File: config.mk
export PLATFORM = sky130hd
export DESIGN_NAME = scr_spi_regs
export DESIGN_NICKNAME = d
export VERILOG_FILES = /design/src/hdl/scr_pkg.sv /design/src/hdl/scr_edge_detect.sv /design/src/hdl/scr_spi_regs.sv
export SDC_FILE = /design/constraint.sdc
export NUM_CORES = 1
export LEC_CHECK = 0
export ABC_CLOCK_PERIOD_IN_PS = 3800
export BUFFER_PORTS_ARGS = -buffer_cell sky130_fd_sc_hd__buf_2
export CORE_AREA = 2 2 145 147
export DETAILED_ROUTE_END_ITERATION = 16
export DIE_AREA = 0 0 147 149
export GPL_TIMING_DRIVEN = 0
export SYNTH_ARGS = -nofsm -noshare
export SYNTH_HDL_FRONTEND = slang
export SYNTH_SLANG_ARGS = --single-unit
File: constraint.sdc
create_clock -name ref_clk -period 3.8 [get_ports ref_clk]
set_input_delay 0.38 -clock ref_clk [delete_from_list [all_inputs] [get_ports ref_clk]]
set_output_delay 0.38 -clock ref_clk [all_outputs]
set_load 0.005 [all_outputs]
File: src/hdl/scr_pkg.sv
package scr_pkg;
  localparam int ADDR_W = 15;
  localparam int CMD_BITS = 16;
  // Register offsets
  localparam logic [14:0] OFF_INTERFACE_CONFIG = 15'h0000;
  localparam logic [14:0] OFF_POWER_MODE_CTRL  = 15'h0002;
  localparam logic [14:0] OFF_MAKER_CODE_LO    = 15'h000C;
  localparam logic [14:0] OFF_MAKER_CODE_HI    = 15'h000D;
  localparam logic [14:0] OFF_STREAM_ADDR_CTRL = 15'h0010;
  localparam logic [14:0] OFF_SYNC_REF_CTRL    = 15'h0029;
  // Reset values
  localparam logic [7:0] RST_INTERFACE_CONFIG = 8'h30;
  localparam logic [7:0] RST_POWER_MODE_CTRL  = 8'h00;
  localparam logic [7:0] RST_STREAM_ADDR_CTRL = 8'h00;
  localparam logic [7:0] RST_SYNC_REF_CTRL    = 8'h80;
  // Arbitrary neutral identification value
  localparam logic [15:0] MAKER_CODE_DEFAULT = 16'h5A3C;
  // Field positions
  localparam int IC_SOFT_RESET_BIT  = 7;
  localparam int IC_ASCEND_BIT      = 5;
  localparam int IC_READBACK_BIT    = 4;
  localparam int SA_ADDR_HOLD_BIT   = 0;
  localparam int SR_PROC_EN_BIT     = 6;
  localparam int SR_RECV_EN_BIT     = 5;
  localparam int SR_FINE_STEP_BIT   = 4;
  localparam int SR_DELAY_SEL_HI    = 3;
  localparam int SR_DELAY_SEL_LO    = 0;
  localparam logic [1:0] PWR_MODE_NORMAL = 2'h0;
  localparam logic [1:0] PWR_MODE_DOWN   = 2'h3;
  // Timing
  localparam int CLK_FREQ_MHZ      = 40;
  localparam int SOFT_RESET_NS     = 750;
  localparam int SOFT_RESET_CYCLES = (SOFT_RESET_NS * CLK_FREQ_MHZ + 999) / 1000;
  typedef enum logic [1:0] {PH_CMD, PH_DATA, PH_BUSY} scr_phase_type;
endpackage

File: src/hdl/scr_edge_detect.sv
`timescale 1ns/1ps
module scr_edge_detect (
  input  wire logic ref_clk,
  input  wire logic rst,
  input  wire logic level,
  output logic      rise,
  output logic      fall
);
  logic prev_r;
  logic prev_nxt;

  always_comb begin
    prev_nxt = level;
  end

  always_ff @(posedge ref_clk) begin
    if (rst) begin
      prev_r <= 1'b0;
    end else begin
      prev_r <= prev_nxt;
    end
  end

  assign rise = level & ~prev_r;
  assign fall = ~level & prev_r;
endmodule // scr_edge_detect

File: src/hdl/scr_spi_regs.sv
`timescale 1ns/1ps
// Behaviour
// - Soft reset bit resets the four writable registers, self-clears.
// - Direction bit one increments, zero decrements.
// - Readback indicator reads one; reads on SDO.
// - Power mode 0 normal, 3 power down.
// - Maker code is fixed read-only 16 bits.
// - Address hold freezes streaming address.
// - Processor enable gates sync events.
// - Receiver enable switches on receiver.
// - Fine step selects smaller window delays.
// - Delay select chooses sampling delay.
module scr_spi_regs #(
  parameter logic [15:0] MAKER_CODE = scr_pkg::MAKER_CODE_DEFAULT
) (
  input  wire logic       ref_clk,
  input  wire logic       rst,
  input  wire logic       spiCsN,
  input  wire logic       spiSclk,
  input  wire logic       spiSdi,
  output logic            spiSdo,
  output logic            spiSdoOe,
  input  wire logic       syncRefEvent,
  output logic            syncRefEventOut,
  output logic            chipResetActive,
  output logic            powerDown,
  output logic            syncRefReceiverEn,
  output logic            syncRefProcessorEn,
  output logic            syncWindowFineStep,
  output logic [3:0]      syncDelaySelect
);
  import scr_pkg::*;

  scr_phase_type           phase_r,     phase_nxt;
  logic [3:0]              bitCnt_r,    bitCnt_nxt;
  logic [CMD_BITS-1:0]     shift_r,     shift_nxt;
  logic                    isRead_r,    isRead_nxt;
  logic [ADDR_W-1:0]       addr_r,      addr_nxt;
  logic [7:0]              rdShift_r,   rdShift_nxt;
  logic                    sdo_r,       sdo_nxt;
  logic [5:0]              busyCnt_r,   busyCnt_nxt;
  logic [7:0]              ifCfg_r,     ifCfg_nxt;
  logic [7:0]              pwrMode_r,   pwrMode_nxt;
  logic [7:0]              streamCtl_r, streamCtl_nxt;
  logic [7:0]              syncCtl_r,   syncCtl_nxt;
  logic                    evtOut_r,    evtOut_nxt;
  logic                    sclkRise;
  logic                    sclkFall;
  logic [CMD_BITS-1:0]     cmdWord;
  logic [7:0]              dataByte;
  logic [ADDR_W-1:0]       stepAddr;
  logic [ADDR_W-1:0]       cmdAddr;
  logic                    softReset;

  scr_edge_detect u_sclk_edge (
    .ref_clk (ref_clk),
    .rst     (rst),
    .level   (spiSclk),
    .rise    (sclkRise),
    .fall    (sclkFall)
  );

  function automatic logic [7:0] readReg(input logic [ADDR_W-1:0] a,
                                         input logic [7:0] ic,
                                         input logic [7:0] pm,
                                         input logic [7:0] sa,
                                         input logic [7:0] sr);
    logic [7:0] v;
    v = 8'h00;
    unique case (a)
      OFF_INTERFACE_CONFIG: begin
        v = ic;
        v[IC_SOFT_RESET_BIT] = 1'b0;
        v[IC_READBACK_BIT]   = 1'b1;
      end
      OFF_POWER_MODE_CTRL:  v = pm;
      OFF_MAKER_CODE_LO:    v = MAKER_CODE[7:0];
      OFF_MAKER_CODE_HI:    v = MAKER_CODE[15:8];
      OFF_STREAM_ADDR_CTRL: v = sa;
      OFF_SYNC_REF_CTRL:    v = sr;
      default:              v = 8'h00;
    endcase
    return v;
  endfunction

  assign cmdWord  = {shift_r[CMD_BITS-2:0], spiSdi};
  assign dataByte = {shift_r[6:0], spiSdi};
  assign cmdAddr  = cmdWord[ADDR_W-1:0];

  always_comb begin
    if (streamCtl_r[SA_ADDR_HOLD_BIT]) begin
      stepAddr = addr_r;
    end else if (ifCfg_r[IC_ASCEND_BIT]) begin
      stepAddr = addr_r + 15'h0001;
    end else begin
      stepAddr = addr_r - 15'h0001;
    end
  end

  // Serial engine and register writes
  always_comb begin
    phase_nxt     = phase_r;
    bitCnt_nxt    = bitCnt_r;
    shift_nxt     = shift_r;
    isRead_nxt    = isRead_r;
    addr_nxt      = addr_r;
    rdShift_nxt   = rdShift_r;
    sdo_nxt       = sdo_r;
    busyCnt_nxt   = busyCnt_r;
    ifCfg_nxt     = ifCfg_r;
    pwrMode_nxt   = pwrMode_r;
    streamCtl_nxt = streamCtl_r;
    syncCtl_nxt   = syncCtl_r;
    softReset     = 1'b0;
    unique case (phase_r)
      PH_BUSY: begin
        if (busyCnt_r == 6'h00) begin
          phase_nxt = PH_CMD;
        end else begin
          busyCnt_nxt = busyCnt_r - 6'h01;
        end
      end
      PH_CMD: begin
        if (spiCsN) begin
          bitCnt_nxt = 4'h0;
        end else if (sclkRise) begin
          shift_nxt  = cmdWord;
          bitCnt_nxt = bitCnt_r + 4'h1;
          if (bitCnt_r == 4'hF) begin
            phase_nxt   = PH_DATA;
            bitCnt_nxt  = 4'h0;
            isRead_nxt  = cmdWord[CMD_BITS-1];
            addr_nxt    = cmdAddr;
            rdShift_nxt = readReg(cmdAddr, ifCfg_r, pwrMode_r, streamCtl_r, syncCtl_r);
          end
        end
      end
      PH_DATA: begin
        if (spiCsN) begin
          phase_nxt  = PH_CMD;
          bitCnt_nxt = 4'h0;
        end else if (sclkFall) begin
          sdo_nxt     = rdShift_r[7];
          rdShift_nxt = {rdShift_r[6:0], 1'b0};
        end else if (sclkRise) begin
          shift_nxt  = {shift_r[CMD_BITS-2:0], spiSdi};
          bitCnt_nxt = bitCnt_r + 4'h1;
          if (bitCnt_r == 4'h7) begin
            bitCnt_nxt  = 4'h0;
            addr_nxt    = stepAddr;
            rdShift_nxt = readReg(stepAddr, ifCfg_r, pwrMode_r, streamCtl_r, syncCtl_r);
            if (!isRead_r) begin
              unique case (addr_r)
                OFF_INTERFACE_CONFIG: begin
                  ifCfg_nxt = dataByte;
                  ifCfg_nxt[IC_SOFT_RESET_BIT] = 1'b0;
                  ifCfg_nxt[IC_READBACK_BIT]   = 1'b1;
                  softReset = dataByte[IC_SOFT_RESET_BIT];
                end
                OFF_POWER_MODE_CTRL:  pwrMode_nxt   = dataByte;
                OFF_STREAM_ADDR_CTRL: streamCtl_nxt = dataByte;
                OFF_SYNC_REF_CTRL:    syncCtl_nxt   = dataByte;
                default: ;
              endcase
            end
          end
        end
      end
      default: phase_nxt = PH_CMD;
    endcase
    if (softReset) begin
      phase_nxt     = PH_BUSY;
      busyCnt_nxt   = 6'(SOFT_RESET_CYCLES - 1);
      bitCnt_nxt    = 4'h0;
      sdo_nxt       = 1'b0;
      ifCfg_nxt     = RST_INTERFACE_CONFIG;
      pwrMode_nxt   = RST_POWER_MODE_CTRL;
      streamCtl_nxt = RST_STREAM_ADDR_CTRL;
      syncCtl_nxt   = RST_SYNC_REF_CTRL;
    end
  end

  always_comb begin
    evtOut_nxt = syncRefEvent & syncCtl_r[SR_PROC_EN_BIT];
  end

  always_ff @(posedge ref_clk) begin
    if (rst) begin
      phase_r     <= PH_CMD;
      bitCnt_r    <= 4'h0;
      shift_r     <= 16'h0000;
      isRead_r    <= 1'b0;
      addr_r      <= 15'h0000;
      rdShift_r   <= 8'h00;
      sdo_r       <= 1'b0;
      busyCnt_r   <= 6'h00;
      ifCfg_r     <= RST_INTERFACE_CONFIG;
      pwrMode_r   <= RST_POWER_MODE_CTRL;
      streamCtl_r <= RST_STREAM_ADDR_CTRL;
      syncCtl_r   <= RST_SYNC_REF_CTRL;
      evtOut_r    <= 1'b0;
    end else begin
      phase_r     <= phase_nxt;
      bitCnt_r    <= bitCnt_nxt;
      shift_r     <= shift_nxt;
      isRead_r    <= isRead_nxt;
      addr_r      <= addr_nxt;
      rdShift_r   <= rdShift_nxt;
      sdo_r       <= sdo_nxt;
      busyCnt_r   <= busyCnt_nxt;
      ifCfg_r     <= ifCfg_nxt;
      pwrMode_r   <= pwrMode_nxt;
      streamCtl_r <= streamCtl_nxt;
      syncCtl_r   <= syncCtl_nxt;
      evtOut_r    <= evtOut_nxt;
    end
  end

  // Readback only on the dedicated data-out pin
  assign spiSdo             = sdo_r;
  assign spiSdoOe           = ~spiCsN & (phase_r == PH_DATA) & isRead_r;
  assign chipResetActive    = (phase_r == PH_BUSY);
  assign powerDown          = (pwrMode_r[1:0] == PWR_MODE_DOWN);
  assign syncRefReceiverEn  = syncCtl_r[SR_RECV_EN_BIT];
  assign syncRefProcessorEn = syncCtl_r[SR_PROC_EN_BIT];
  assign syncWindowFineStep = syncCtl_r[SR_FINE_STEP_BIT];
  assign syncDelaySelect    = syncCtl_r[SR_DELAY_SEL_HI:SR_DELAY_SEL_LO];
  assign syncRefEventOut    = evtOut_r;
endmodule // scr_spi_regs

==> flow_metrics.env <==
export IMPL_cts_sinks=84
export IMPL_synth_warnings=0
export IMPL_max_stage_delay_ns=0.45
export IMPL_cp_slowest_cell="dfxtp_2"
export IMPL_rows=53
export IMPL_clock_path_buffers=2
export IMPL_power_density_mw_per_mm2=316.0
export IMPL_power_frac_comb=0.031
export IMPL_core_area_mm2=0.02056
export IMPL_worst_slew_pin_slew_ns=1.386
export IMPL_path_class="reg2reg"
export IMPL_htree_levels=3
export IMPL_place_port_buffers=16
export IMPL_synth_top_area_frac=0.3128
export IMPL_clock_latency_ns=0.34
export IMPL_grt_pass1_vias=4866
export IMPL_grt_max_degree=16
export IMPL_synth_area_leader_cell="dfxtp_1"
export IMPL_synth_seq_cells=84
export IMPL_status="finished clean"
export IMPL_vias=5132
export IMPL_cp_required_ns=4.03
export IMPL_end_kind="register"
export IMPL_p_int_mw=1.547
export IMPL_die_w_um=147
export IMPL_ios=18
export IMPL_fillerInstances=2252
export IMPL_power_switching_mw=0.4310
export IMPL_synth_nets=689
export IMPL_critPathLaunchType="register"
export IMPL_power_share_clock=0.522
export IMPL_fin_crit_ns=3.570
export IMPL_wl_per_cell_um=16.73
export IMPL_drt_pass1_iter_count=7
export IMPL_postCtsHoldBufs=0
export IMPL_nNetsFinal=721
export IMPL_ys_top_cells_by_area="dfxtp_1 (31%), mux2i_1 (8.9%), nor2_1 (5.9%), a21oi_1 (5.4%), nand2_1 (4.5%)"
export IMPL_slew_headroom=0.06369
export IMPL_synth_distinct_cells=76
export IMPL_die_h_um=149
export IMPL_yosysSeqAreaShare=0.3128
export IMPL_track_usage=0.1499
export IMPL_r2r_slack_ns=0.23
export IMPL_drv_slew=0
export IMPL_syn_inst=665
export IMPL_setup_viol=0
export IMPL_wirelength_um=16350
export IMPL_arrival_ns=3.80
export IMPL_gp_congestion=0.9544
export IMPL_hp_class="in2reg"
export IMPL_overflow=0
export IMPL_max_freq_mhz=280.1
export IMPL_finalCritPeriodShare=0.9394
export IMPL_avgSynthCellArea_um2=8.083
export IMPL_cts_buffers=9
export IMPL_hold_viol=0
export IMPL_crit_chain="clkinvlp_4, buf_4, ha_1, nor2b_4, o21ai_1, mux2i_1, and2_2, mux2_2, a22o_1, a222oi_1, nor3b_1, o221a_1"
export IMPL_synth_area_mm2=0.005375
export IMPL_seqPwrFrac=0.447
export IMPL_critical_path_max_fanout=14
export IMPL_drc_errors=0
export IMPL_drt_iter0_drc=557
export IMPL_diodes=0
export IMPL_p_leak_nw=2.413
export IMPL_dp_slack_ns=-0.3091
export IMPL_ir_worst_vdd_mv=0.1652
export IMPL_maxCapViolCount=0
export IMPL_antenna_found_initial=0
export IMPL_dp_hpwl_um=12010
export IMPL_skew_ns=0.006011
export IMPL_floorplan_initialDensity=0.2615
export IMPL_swShare=0.2179
export IMPL_yosys_most_used_dff="dfxtp_1"
export IMPL_area_growth_synth_to_final_pct=16.48
export IMPL_r2r_end="rdShift_r[2]$_SDFFE_PP0P_"
export IMPL_drive_gt1_frac=0.1368
export IMPL_fin_setup_tns_ns=0
export IMPL_setup_slack_ns=0.2305
export IMPL_r2r_start="ifCfg_r[5]$_SDFFE_PP1P_"
export IMPL_synth_edf_count=0
export IMPL_final_util=0.3046
export IMPL_cts_tree="yes"
export IMPL_worstSetupStartpoint="ifCfg_r[5]$_SDFFE_PP1P_"
export IMPL_postSynth_asyncResetShare=0
export IMPL_ant_nets=0
export IMPL_cts_root_buffer="clkbuf_16"
export IMPL_clk_pin_slew_ns=0.06
export IMPL_grt_pass1_wl_um=26210
export IMPL_rr_worst_depth=12
export IMPL_worstSetupEndpoint="rdShift_r[2]$_SDFFE_PP0P_"
export IMPL_dieArea_mm2=0.02190
export IMPL_grt_setup_unrepaired="false"
export IMPL_viasPerCell=5.253
==> synth_stat cells, types with 8 or more instances <==
master,n
inv_1,13
a21oi_1,58
buf_2,11
a211oi_1,12
ha_1,17
o21ai_0,31
a22o_1,8
nor4_1,8
and2_1,11
nor2b_1,9
dfxtp_1,84
nand2_1,65
clkbuf_1,24
nand3_1,12
nor2_1,85
nor3_1,16
mux2i_1,48
==> routing by layer <==
layer	GRT usage	vias to the layer above	part of all wire
li1	-	2510	-
met1	0.2027	2435	0.46
met2	0.2502	163	0.47
met3	0.01407	24	0.047
met4	0.05385	0	0.023
met5	0	-	0
==> how the worst min path moves through the flow <==
stage / startpoint / endpoint / slack, ns / cells past startpoint
3_3_place_gp: rdShift_r[7]$_SDFFE_PP0P_ / spiSdo$_SDFFE_PP0P_ / 0.46 / 2
5_1_grt: spiSclk / u_sclk_edge.prev_r$_SDFF_PP0_ / 0.33 / 3
3_5_place_dp: spiSdo$_SDFFE_PP0P_ / spiSdo$_SDFFE_PP0P_ / 0.46 / 2
2_1_floorplan: rdShift_r[7]$_SDFFE_PP0P_ / spiSdo$_SDFFE_PP0P_ / 0.44 / 2
6_report: spiSclk / u_sclk_edge.prev_r$_SDFF_PP0_ / 0.30 / 3
4_1_cts: spiSclk / u_sclk_edge.prev_r$_SDFF_PP0_ / 0.30 / 3
==> metrics by stage <==
stage / cells / hold WS, ns / area (µm²) / power [mW]
after CTS: 976 / 0.2973 / 6196 / 1.992
after detailed placement: 956 / 0.4597 / 5799 / 0.9647
final: 977 / 0.3025 / 6261 / 1.978
after global routing: 977 / 0.3298 / 6261 / 2.027
after global placement: 956 / 0.4634 / 5799 / 0.9646
after floorplan: 665 / 0.4404 / 5375 / 0.9426
==> registers in the layout, indices dropped and copies added, names as in the netlist <==
name and count:
addr_r 15, shift_r 15, pwrMode_r 8, rdShift_r 8
streamCtl_r 8, syncCtl_r 8, busyCnt_r 6, ifCfg_r 6
bitCnt_r 4, phase_r 2, isRead_r 1, spiSdo 1
syncRefEventOut 1, u_sclk_edge.prev_r 1
==> critical path: cells and delay by family, from the launching register on <==
kind / cells / cell delay, ns
AO/OA/AOI/OAI: 4 / 0.99
adder cells (fa/ha/maj): 1 / 0.38
buffers and inverters: 2 / 0.32
flip-flops: 1 / 0.45
multiplexers: 2 / 0.71
AND/OR/NAND/NOR: 3 / 0.60
==> layout by cell type, fill, tap and decap left out, types with 6 or more instances in the layout <==
master / Yosys / layout
ha_1: 17 / 16
nor3b_1: 7 / 7
nand2b_1: 7 / 7
and3_1: 6 / 6
a31oi_1: 7 / 7
nor2b_1: 9 / 9
a22oi_1: 7 / 7
a22o_1: 8 / 8
buf_2: 11 / 27
nor3_1: 16 / 16
clkbuf_1: 24 / 23
dfxtp_1: 84 / 83
a21oi_1: 58 / 57
nor2_1: 85 / 85
nand3_1: 12 / 12
mux2i_1: 48 / 48
xnor2_1: 6 / 6
o21ai_0: 31 / 31
inv_1: 13 / 12
buf_4: 5 / 11
clkbuf_16: 0 / 9
nor4_1: 8 / 8
o211ai_1: 7 / 7
mux2_2: 7 / 7
nand4_1: 7 / 7
and2_1: 11 / 10
nand2_1: 65 / 65
a211oi_1: 12 / 12
==> power groups by stage <==
stage / sequential (mW) / clock, mW / combinational, mW
after floorplan: 0.903 / 0 / 0.0391
after CTS: 0.884 / 1.05 / 0.0611
after global placement: 0.904 / 0 / 0.0609
after global routing: 0.883 / 1.08 / 0.0671
after detailed placement: 0.904 / 0 / 0.0609
final: 0.884 / 1.03 / 0.0616
==> final cells by class <==
| class | instances | area, µm² | share of cell area |
|---|---|---|---|
| plain buffers | 42 | 197.7 | 0.03157 |
| inverters | 14 | 56.30 | 0.008993 |
| flip-flops and latches | 84 | 1683 | 0.2688 |
| repair buffers | 22 | 125.1 | 0.01998 |
| multi-input cells | 524 | 3506 | 0.5600 |
| well taps | 275 | 344.1 | 0.05496 |
| clock inverters | 7 | 123.9 | 0.01978 |
| clock buffers | 9 | 225.2 | 0.03597 |
==> cells by family after synthesis <==
| logic type | after synthesis | share of synthesized area |
|---|---|---|
| flops | 84 | 0.3128 |
| buf+inv | 57 | 0.04725 |
| compound gates | 190 | 0.2461 |
| mux | 56 | 0.1068 |
| xor+xnor | 8 | 0.01304 |
| fa+ha+maj | 18 | 0.04330 |
| simple gates | 252 | 0.2307 |
==> timing repair <==
item | CTS | global route
buffers inserted | 4 | 2
setup endpoints to repair | 8 | 38
gates resized for setup | 4 | 10
pin swaps | 1 | 3
Power figures use the tool's default switching activity.
